### config.mk
export PLATFORM = sky130hd
export DESIGN_NAME = osc_ctrl
export DESIGN_NICKNAME = d
export VERILOG_FILES = /design/src/hw/osc_ctrl.v
export VERILOG_INCLUDE_DIRS = /design/src /design/src/hw
export SDC_FILE = /design/constraint.sdc
export NUM_CORES = 1
export LEC_CHECK = 0
export BUFFER_PORTS_ARGS = -buffer_cell sky130_fd_sc_hd__buf_4
export CAP_MARGIN = 20
export CELL_PAD_IN_SITES_DETAIL_PLACEMENT = 1
export CELL_PAD_IN_SITES_GLOBAL_PLACEMENT = 2
export CORE_MARGIN = 2
export CORE_UTILIZATION = 38
export DETAILED_ROUTE_END_ITERATION = 10
export PLACE_DENSITY = 0.82
export SLEW_MARGIN = 10
export SYNTH_ARGS = -nofsm -noshare
export SYNTH_HDL_FRONTEND = slang
export SYNTH_SLANG_ARGS = --single-unit
### constraint.sdc
create_clock -name CLK -period 5.5 [get_ports CLK]
set_input_delay 0.275 -clock CLK [delete_from_list [all_inputs] [get_ports CLK]]
set_output_delay 0.275 -clock CLK [all_outputs]
set_load 0.01 [all_outputs]
### src/hw/osc_ctrl_defines.vh
// Offsets, fields, keys and reset values of the oscillator control block.
// Assumes inclusion by bare name from the design file.
`ifndef OSC_CTRL_DEFINES_VH
`define OSC_CTRL_DEFINES_VH
// ****************************************
// Register indices (word address)
// ****************************************
`define IDX_CTRL      3'h0
`define IDX_TRIM_LO   3'h1
`define IDX_TRIM_HI   3'h2
`define IDX_DITHER    3'h3
// ****************************************
// Byte lanes and unlock keys
// ****************************************
`define BE_LO         2'h1
`define BE_HI         2'h2
`define KEY_LO_1      8'h46
`define KEY_LO_2      8'h57
`define KEY_HI_1      8'h78
`define KEY_HI_2      8'h9a
`define UNLK_IDLE     2'h0
`define UNLK_KEY1     2'h1
`define UNLK_OPEN     2'h2
// ****************************************
// Control register fields
// ****************************************
`define B_SWREQ       0
`define B_SEQEN       2
`define B_CF          3
`define B_DITH        4
`define B_LOCK        5
`define B_FREEZE      7
`define F_REQ_LSB     8
`define F_REQ_MSB     10
`define F_CUR_LSB     12
`define F_CUR_MSB     14
// ****************************************
// Group codes and configuration
// ****************************************
`define GRP_RC        3'h0
`define GRP_RC_PLL    3'h1
`define GRP_PRI_PLL   3'h3
`define GRP_RSV_BIT   2
`define CFG_SWDIS     1
`define CFG_FS_ON     2'h0
// ****************************************
// Reset values and dither taps
// ****************************************
`define TRIM_RST      16'h0000
`define TRIM_OUT_RST  4'h0
`define PSEUDO_RANDOM_TRIM_RST      15'h0000
`define PSEUDO_RANDOM_TRIM_TAP_A    14
`define PSEUDO_RANDOM_TRIM_TAP_B    13
`define PSEUDO_RANDOM_TRIM_MSB      14
`define NIB_W         4
`endif

### src/hw/osc_ctrl.v
// Oscillator group switch control, clock-fail flag, RC trim sequencer
// and pseudo-random trim register behind an Avalon-MM slave.
// Assumes one clock, inputs synchronous to it, analog parts outside.
//
// The Avalon-MM interface to the registers and the register addresses are this design's own decisions.
`timescale 1ns/1ps
`include "osc_ctrl_defines.vh"

module osc_ctrl #(
  parameter DITHER_DIV = 1
) (
  // Clock and reset
  input  wire        CLK,
  input  wire        RST_N,
  // Avalon-MM slave
  input  wire [2:0]  AVS_ADDRESS,
  input  wire        AVS_READ,
  input  wire        AVS_WRITE,
  input  wire [15:0] AVS_WRITEDATA,
  input  wire [1:0]  AVS_BYTEENABLE,
  output wire [15:0] AVS_READDATA,
  output wire        AVS_WAITREQUEST,
  // Configuration settings
  input  wire [1:0]  CFG_INIT_GROUP,
  input  wire [1:0]  CFG_SWITCH_MON,
  // Clock system status
  input  wire        PLL_LOCKED,
  input  wire        FAIL_DETECT,
  input  wire        SWITCH_DONE,
  input  wire [2:0]  PWM_ROLL,
  // Clock system control
  output wire [2:0]  CURRENT_GROUP,
  output wire [2:0]  TARGET_GROUP,
  output wire        SWITCH_START,
  output wire        SWITCH_BUSY,
  output wire        MONITOR_ENABLE,
  output wire [3:0]  TRIM_OUT,
  output wire        DITHER_ON,
  output wire [14:0] DITHER_VALUE
);

  localparam ST_IDLE = 1'b0;
  localparam ST_WAIT = 1'b1;

  // ****************************************
  // Functions
  // ****************************************
  function [1:0] unlk_next;
    input [1:0] st;
    input       wr_lane;
    input [7:0] d;
    input [7:0] k1;
    input [7:0] k2;
    begin
      case (st)
        `UNLK_IDLE: begin
          unlk_next = (wr_lane && d == k1) ? `UNLK_KEY1 : `UNLK_IDLE;
        end
        `UNLK_KEY1: begin
          // Repeating the first key keeps the sequence armed
          if (wr_lane && d == k2) begin
            unlk_next = `UNLK_OPEN;
          end else if (wr_lane && d == k1) begin
            unlk_next = `UNLK_KEY1;
          end else begin
            unlk_next = `UNLK_IDLE;
          end
        end
        default: begin
          unlk_next = `UNLK_IDLE;
        end
      endcase
    end
  endfunction

  function is_pll;
    input [2:0] g;
    begin
      is_pll = (g == `GRP_RC_PLL) || (g == `GRP_PRI_PLL);
    end
  endfunction

  function [3:0] nib;
    input [15:0] w;
    input [1:0]  i;
    begin
      nib = w[i*`NIB_W +: `NIB_W];
    end
  endfunction

  // ****************************************
  // State
  // ****************************************
  reg        ack_reg;
  reg [15:0] rdata_reg;
  reg [1:0]  unlk_lo_reg;
  reg [1:0]  unlk_hi_reg;
  reg [2:0]  cur_reg;
  reg [2:0]  req_reg;
  reg        freeze_reg;
  reg        lock_reg;
  reg        pll_prev_reg;
  reg        dith_reg;
  reg        cf_reg;
  reg        seqen_reg;
  reg        swreq_reg;
  reg        state_reg;
  reg        start_reg;
  reg [15:0] trim_lo_reg;
  reg [15:0] trim_hi_reg;
  reg [14:0] pseudo_random_trim_reg;
  reg [15:0] div_reg;
  reg [3:0]  trim_reg;
  reg [3:0]  trim_next;

  // ****************************************
  // Bus decode
  // ****************************************
  // One wait state on every access keeps read data registered
  wire req = AVS_READ | AVS_WRITE;
  wire acc = req & ack_reg;
  wire wr  = acc & AVS_WRITE;
  wire wr_ctrl = wr && AVS_ADDRESS == `IDX_CTRL;
  wire lo_only = wr_ctrl && AVS_BYTEENABLE == `BE_LO;
  wire hi_only = wr_ctrl && AVS_BYTEENABLE == `BE_HI;
  wire [7:0] wd_lo = AVS_WRITEDATA[7:0];
  wire [7:0] wd_hi = AVS_WRITEDATA[15:8];
  wire lo_ok = lo_only && unlk_lo_reg == `UNLK_OPEN;
  wire hi_ok = hi_only && unlk_hi_reg == `UNLK_OPEN;
  wire wr_trlo = wr && AVS_ADDRESS == `IDX_TRIM_LO;
  wire wr_trhi = wr && AVS_ADDRESS == `IDX_TRIM_HI;
  wire wr_dith = wr && AVS_ADDRESS == `IDX_DITHER;

  // ****************************************
  // Switch qualification
  // ****************************************
  wire sw_dis   = CFG_SWITCH_MON[`CFG_SWDIS];
  wire frozen   = freeze_reg & sw_dis;
  wire fs_on    = CFG_SWITCH_MON == `CFG_FS_ON;
  wire fail_ev  = FAIL_DETECT & fs_on;
  // Reserved codes are refused only at the start of a switch
  wire rsv      = req_reg[`GRP_RSV_BIT];
  wire sw_go    = swreq_reg && state_reg == ST_IDLE && !fail_ev;
  wire sw_valid = sw_go && !sw_dis && !rsv && req_reg != cur_reg;
  wire sw_drop  = sw_go && !sw_valid;
  wire sw_end   = state_reg == ST_WAIT && SWITCH_DONE && !fail_ev;
  wire lock_rd  = lock_reg & is_pll(cur_reg);
  wire pll_rise = PLL_LOCKED & ~pll_prev_reg;
  wire step     = dith_reg && div_reg == DITHER_DIV - 1;
  wire fb = pseudo_random_trim_reg[`PSEUDO_RANDOM_TRIM_TAP_A] ^ pseudo_random_trim_reg[`PSEUDO_RANDOM_TRIM_TAP_B]
            ^ (pseudo_random_trim_reg == `PSEUDO_RANDOM_TRIM_RST);

  wire [15:0] ctrl_rd = {1'b0, cur_reg, 1'b0, req_reg,
                         freeze_reg, 1'b0, lock_rd, dith_reg,
                         cf_reg, seqen_reg, 1'b0, swreq_reg};

  // ****************************************
  // Bus handshake and read data
  // ****************************************
  always @(posedge CLK) begin
    if (!RST_N) begin
      ack_reg   <= 1'b0;
      rdata_reg <= 16'h0000;
    end else begin
      ack_reg <= req & ~ack_reg;
      if (AVS_READ && !ack_reg) begin
        case (AVS_ADDRESS)
          `IDX_CTRL:    rdata_reg <= ctrl_rd;
          `IDX_TRIM_LO: rdata_reg <= trim_lo_reg;
          `IDX_TRIM_HI: rdata_reg <= trim_hi_reg;
          `IDX_DITHER:  rdata_reg <= {1'b0, pseudo_random_trim_reg};
          default:      rdata_reg <= 16'h0000;
        endcase
      end
    end
  end

  // ****************************************
  // Unlock sequencers
  // ****************************************
  // Any completed access counts as an intervening instruction
  always @(posedge CLK) begin
    if (!RST_N) begin
      unlk_lo_reg <= `UNLK_IDLE;
      unlk_hi_reg <= `UNLK_IDLE;
    end else if (acc) begin
      unlk_lo_reg <= unlk_next(unlk_lo_reg, lo_only, wd_lo,
                               `KEY_LO_1, `KEY_LO_2);
      unlk_hi_reg <= unlk_next(unlk_hi_reg, hi_only, wd_hi,
                               `KEY_HI_1, `KEY_HI_2);
    end
  end

  // ****************************************
  // Control register and switch sequence
  // ****************************************
  always @(posedge CLK) begin
    if (!RST_N) begin
      cur_reg      <= `GRP_RC;
      req_reg      <= {1'b0, CFG_INIT_GROUP};
      freeze_reg   <= 1'b0;
      lock_reg     <= 1'b0;
      pll_prev_reg <= 1'b0;
      dith_reg     <= 1'b0;
      cf_reg       <= 1'b0;
      seqen_reg    <= 1'b0;
      swreq_reg    <= 1'b0;
      state_reg    <= ST_IDLE;
      start_reg    <= 1'b0;
    end else begin
      pll_prev_reg <= PLL_LOCKED;
      start_reg    <= sw_valid;
      // Low byte, only inside an open window
      if (lo_ok) begin
        if (wd_lo[`B_FREEZE]) begin
          freeze_reg <= 1'b1;
        end
        dith_reg  <= wd_lo[`B_DITH];
        seqen_reg <= wd_lo[`B_SEQEN];
        if (wd_lo[`B_SWREQ] && !frozen) begin
          swreq_reg <= 1'b1;
        end
      end
      // High byte, only inside an open window
      if (hi_ok && !frozen) begin
        req_reg <= wd_hi[`F_REQ_MSB-8:`F_REQ_LSB-8];
      end
      // Fail flag: software clears with 0, hardware set wins
      if (fail_ev) begin
        cf_reg <= 1'b1;
      end else if (sw_valid) begin
        cf_reg <= 1'b0;
      end else if (lo_ok && !wd_lo[`B_CF]) begin
        cf_reg <= 1'b0;
      end
      // Lock status follows the PLL
      // A PLL still locked across a switch waits for a fresh rise
      if (sw_valid || !PLL_LOCKED) begin
        lock_reg <= 1'b0;
      end else if (pll_rise) begin
        lock_reg <= 1'b1;
      end
      // Switch sequence; fallback overrides everything
      if (fail_ev) begin
        cur_reg   <= `GRP_RC;
        swreq_reg <= 1'b0;
        state_reg <= ST_IDLE;
      end else begin
        case (state_reg)
          ST_IDLE: begin
            if (sw_valid) begin
              state_reg <= ST_WAIT;
            end else if (sw_drop) begin
              swreq_reg <= 1'b0;
            end
          end
          ST_WAIT: begin
            if (sw_end) begin
              cur_reg   <= req_reg;
              swreq_reg <= 1'b0;
              state_reg <= ST_IDLE;
            end
          end
          default: begin
            state_reg <= ST_IDLE;
          end
        endcase
      end
    end
  end

  // ****************************************
  // Trim registers and applied trim
  // ****************************************
  // Registered after the mux so a roll change cannot glitch the trim
  always @* begin
    trim_next = nib(trim_lo_reg, 2'h0);
    if (seqen_reg) begin
      case (PWM_ROLL)
        3'h1: trim_next = nib(trim_lo_reg, 2'h1);
        3'h2: trim_next = nib(trim_lo_reg, 2'h2);
        3'h3: trim_next = nib(trim_lo_reg, 2'h3);
        3'h4: trim_next = nib(trim_hi_reg, 2'h0);
        3'h5: trim_next = nib(trim_hi_reg, 2'h1);
        3'h6: trim_next = nib(trim_hi_reg, 2'h2);
        3'h7: trim_next = nib(trim_hi_reg, 2'h3);
        default: trim_next = nib(trim_lo_reg, 2'h0);
      endcase
    end
  end

  always @(posedge CLK) begin
    if (!RST_N) begin
      trim_lo_reg <= `TRIM_RST;
      trim_hi_reg <= `TRIM_RST;
      trim_reg    <= `TRIM_OUT_RST;
    end else begin
      // Signed code passes to the oscillator unchanged
      trim_reg <= trim_next;
      if (wr_trlo) begin
        if (AVS_BYTEENABLE[0]) trim_lo_reg[7:0]  <= wd_lo;
        if (AVS_BYTEENABLE[1]) trim_lo_reg[15:8] <= wd_hi;
      end
      if (wr_trhi) begin
        if (AVS_BYTEENABLE[0]) trim_hi_reg[7:0]  <= wd_lo;
        if (AVS_BYTEENABLE[1]) trim_hi_reg[15:8] <= wd_hi;
      end
    end
  end

  // ****************************************
  // Pseudo-random dither register
  // ****************************************
  // Zero state would lock up, so the feedback injects a one there
  // Divider is 16 bits, so DITHER_DIV must stay at or below 65536
  always @(posedge CLK) begin
    if (!RST_N) begin
      pseudo_random_trim_reg <= `PSEUDO_RANDOM_TRIM_RST;
      div_reg  <= 16'h0000;
    end else begin
      if (!dith_reg || step) begin
        div_reg <= 16'h0000;
      end else begin
        div_reg <= div_reg + 16'h0001;
      end
      if (wr_dith) begin
        if (AVS_BYTEENABLE[0]) pseudo_random_trim_reg[7:0] <= wd_lo;
        if (AVS_BYTEENABLE[1]) begin
          pseudo_random_trim_reg[`PSEUDO_RANDOM_TRIM_MSB:8] <= wd_hi[6:0];
        end
      end else if (step) begin
        pseudo_random_trim_reg <= {pseudo_random_trim_reg[`PSEUDO_RANDOM_TRIM_MSB-1:0], fb};
      end
    end
  end

  // ****************************************
  // Outputs
  // ****************************************
  assign AVS_WAITREQUEST = req & ~ack_reg;
  assign AVS_READDATA    = rdata_reg;
  assign CURRENT_GROUP   = cur_reg;
  assign TARGET_GROUP    = req_reg;
  assign SWITCH_START    = start_reg;
  // Busy is the wait state itself, so it cannot lag the sequence
  assign SWITCH_BUSY     = state_reg;
  assign MONITOR_ENABLE  = fs_on;
  assign TRIM_OUT        = trim_reg;
  assign DITHER_ON       = dith_reg;
  assign DITHER_VALUE    = pseudo_random_trim_reg;

endmodule // osc_ctrl

==> impl_metrics.toml <==
[logic_synthesis]
synth-main-ff-cell = "sky130_fd_sc_hd__dfxtp_1"
post_synth_instance_area_um2 = 4970
number_of_enable_type_register_cells_in_the_synthesized_netlist = 2
synth.net_count = 550
ys_seq_area_share_pct = 41.9
synth.ff_latch_count = 103
netlist.area_leader.share_pct = 40.7
synth.distinct_cells = 59
netlist_instances = 513
synth.area.top_cells = "sky130_fd_sc_hd__dfxtp_1 (41%), sky130_fd_sc_hd__mux2i_1 (11%), sky130_fd_sc_hd__nor2_1 (5.7%)"
async_reset_ff_share_pct = 0
yosysTopAreaCell = "sky130_fd_sc_hd__dfxtp_1"
post_synth_most_frequent_cells = "sky130_fd_sc_hd__dfxtp_1 (101), sky130_fd_sc_hd__nor2_1 (76), sky130_fd_sc_hd__mux2i_1 (56), sky130_fd_sc_hd__clkbuf_1 (20), sky130_fd_sc_hd__nand2_1 (20)"
synth.most_common_cell = "sky130_fd_sc_hd__dfxtp_1"
synthesis.area_per_instance_um2 = 9.68
yosysWarnings = 0

[detailed_routing]
drc = 0
route.detailed.vias_per_inst = 5.75
first_pass_iters = 4
total_length_of_routed_wires_mm = 16.2
detailedRoute.firstIterationViolations = 250
final_antenna_net_count = 0
drt-wirelength-per-cell_um = 21.8
route.vias.total = 4281

[finish]
final_nets = 605
number_of_antenna_repair_diodes = 0
drive_gt1_share_pct = 21.5
syn2layout_area_growth_pct = 18.3
filler_cell_count = 1465

[placement]
place_hpwl_mm = 11.7
gp_routability_congestion = 0.839
io_buffers = 80

[run_status]
status = "finished clean"

[die]
floorplan_die_height_um = 118
num_rows = 41
starting_density_pct = 39.2
io_pins = 81
fp.coreArea_um2 = 12700
die_width_um = 118
dieArea_um2 = 14000

[clocking]
cts_inserted_buffers = 9
holdBufCountCts = 0
insertion_delay_ns = 0.35
clock-sinks = 103
cts-resized-gates = 0
htree_levels = 3
cts.clk_slew.worst_paths_ns = 0.07
cts_root_buf = "sky130_fd_sc_hd__clkbuf_16"
clockBufferDepth = 2
post_cts_setup_buffer_count = 0
cts_tree = "yes"

[sta]
finClkSkew_ns = 0.00667
final.setup.tns_ns = 0
timing.final.max_slew_violations = 0
hold_viol = 0
fin_worst_hold_slack_ns = 0.155
setup_viol_count_final = 0
timing.slew.headroom_pct = 40.5
rsz0062_at_grt = "no"
period_share_pct = 38.6
maximum_achievable_frequency_mhz = 471
period_needed_ns = 2.12
worst_slew_pin_slew_ns = 0.890

[worst_setup_path]
critPathMaxFanout = 18
critPathMaxStageDelay_ns = 0.64
worstSetupPathType = "flip-flop to flip-flop"
crit_path_top_delay_cell = "sky130_fd_sc_hd__and4_1"
timing.critical_path.cells = "inv_1, ha_1, nor3b_1, and4_1, or3_1, nor2_1"
crit_path_start = "div_reg[0]"
cp_data_arrival_time_ns = 2.35
reg2reg_from = "div_reg[0]"
capturing_element_type_of_the_critical_path = "flip-flop"
worst_setup_path_start_kind = "flip-flop"
critPathRequiredTime_ns = 5.72

[grt]
grt_pass1_wl_mm = 25.2
groute.usage.overall_pct = 23.4
antenna_found_initial = 0
grt_max_degree = 73
grt_pass1_vias = 4408
grt_remaining_overflow = 0

[power]
ir_drop_uv = 118
clock_power_share_pct = 41.9
p_switching_mw = 0.354
swShare_pct = 23.6
cellLeakagePower_nw = 2.37
p_comb_share_pct = 7.4
pwr_density_cell_nw_per_um2 = 255
power_report.internal_total_mw = 1.15
pwr-share-seq_pct = 50.7

[job]
max_cap_violations = 0

[min_path]
holdCritStartpoint = "PLL_LOCKED"
path_category_of_the_worst_min_delay_check = "primary input to flip-flop"
placed cells by master, fill, tap and decap left out, types with 3 or more instances in the layout:
cell                        instances
sky130_fd_sc_hd__or3_1              3
sky130_fd_sc_hd__nor2b_1            3
sky130_fd_sc_hd__a22o_1             7
sky130_fd_sc_hd__and3_1             5
sky130_fd_sc_hd__xnor2_1            5
sky130_fd_sc_hd__a211oi_1          19
sky130_fd_sc_hd__o21ai_0           11
sky130_fd_sc_hd__nand2_1           20
sky130_fd_sc_hd__and2_1             5
sky130_fd_sc_hd__nor3b_1            5
sky130_fd_sc_hd__dfxtp_1          101
sky130_fd_sc_hd__buf_4             82
sky130_fd_sc_hd__nor4_1             8
sky130_fd_sc_hd__inv_1              8
sky130_fd_sc_hd__nor3_1             6
sky130_fd_sc_hd__clkbuf_16          9
sky130_fd_sc_hd__a22oi_1           14
sky130_fd_sc_hd__nand2b_1           4
sky130_fd_sc_hd__xor2_1             7
sky130_fd_sc_hd__a221oi_1          14
sky130_fd_sc_hd__nand4_1            8
sky130_fd_sc_hd__mux4_2            12
sky130_fd_sc_hd__mux2_2             8
sky130_fd_sc_hd__nor2_1            76
sky130_fd_sc_hd__o31ai_1            3
sky130_fd_sc_hd__mux2i_1           56
sky130_fd_sc_hd__nand3_1           12
sky130_fd_sc_hd__a21oi_1           14
sky130_fd_sc_hd__nand3b_1           4
logic make-up (layout without fill, tap and decap cells):
kind of cell	after synthesis	in the layout	synth area share (%)
simple gates	175	175	17.8
fa+ha+maj	2	2	0.504
xor+xnor	12	12	2.12
compound gates	98	98	14.4
buf+inv	47	106	4.76
mux	76	76	18.5
flops	103	103	41.9
metal layers:
| layer | track usage [%] | part of all wire, % | vias up |
|---|---|---|---|
| met5 | 0 | 0 | - |
| met4 | 8.21 | 1.5 | 0 |
| met3 | 5.07 | 5.9 | 15 |
| met2 | 37.8 | 49 | 124 |
| met1 | 30.7 | 44 | 2133 |
| li1 | - | - | 2009 |
per-stage QoR:
stage	util [%]	area, um^2	setup WS (ns)	std cells	total power [mW]
detailed placement	44.1	5590	3.31	729	0.888
global route	46.4	5870	3.15	744	1.55
finish	46.4	5870	3.38	744	1.50
floorplan	-	4970	3.76	513	0.834
CTS	46.4	5870	3.34	744	1.51
global placement	44.1	5590	3.37	729	0.886
power by group through the flow:
stage | clock [mW] | sequential, mW | combinational (mW)
after floorplan | 0 | 0.776 | 0.0576
after global placement | 0 | 0.778 | 0.108
after detailed placement | 0 | 0.778 | 0.110
after CTS | 0.642 | 0.761 | 0.110
after global routing | 0.674 | 0.761 | 0.118
final | 0.629 | 0.761 | 0.110
worst paths after layout:
check                          to  slack, ns  cells past startpoint
setup reg to reg       div_reg[6]       3.38                      6
setup / recovery       div_reg[6]       3.38                      6
hold / removal       pll_prev_reg       0.16                      2
hold reg to reg   AVS_READDATA[5]       0.47                      2
worst max-delay path, delay by kind of cell, from the launching register on:
kind	cells	cell delay (ns)
adder cells (fa/ha/maj)	1	0.13
AND/OR/NAND/NOR	4	1.45
flip-flops	1	0.35
buffers and inverters	1	0.07
layout make-up:
class	count	area, um^2	share of cell area (%)
multi-input combinational	363	2650	45.1
clock inverter	4	47.5	0.809
sequential	103	2080	35.4
clock buffer	11	233	3.96
inverter	9	33.8	0.575
tap	172	215	3.66
timing repair buffer	82	616	10.5
No activity file was read; power rests on OpenSTA's default activity.
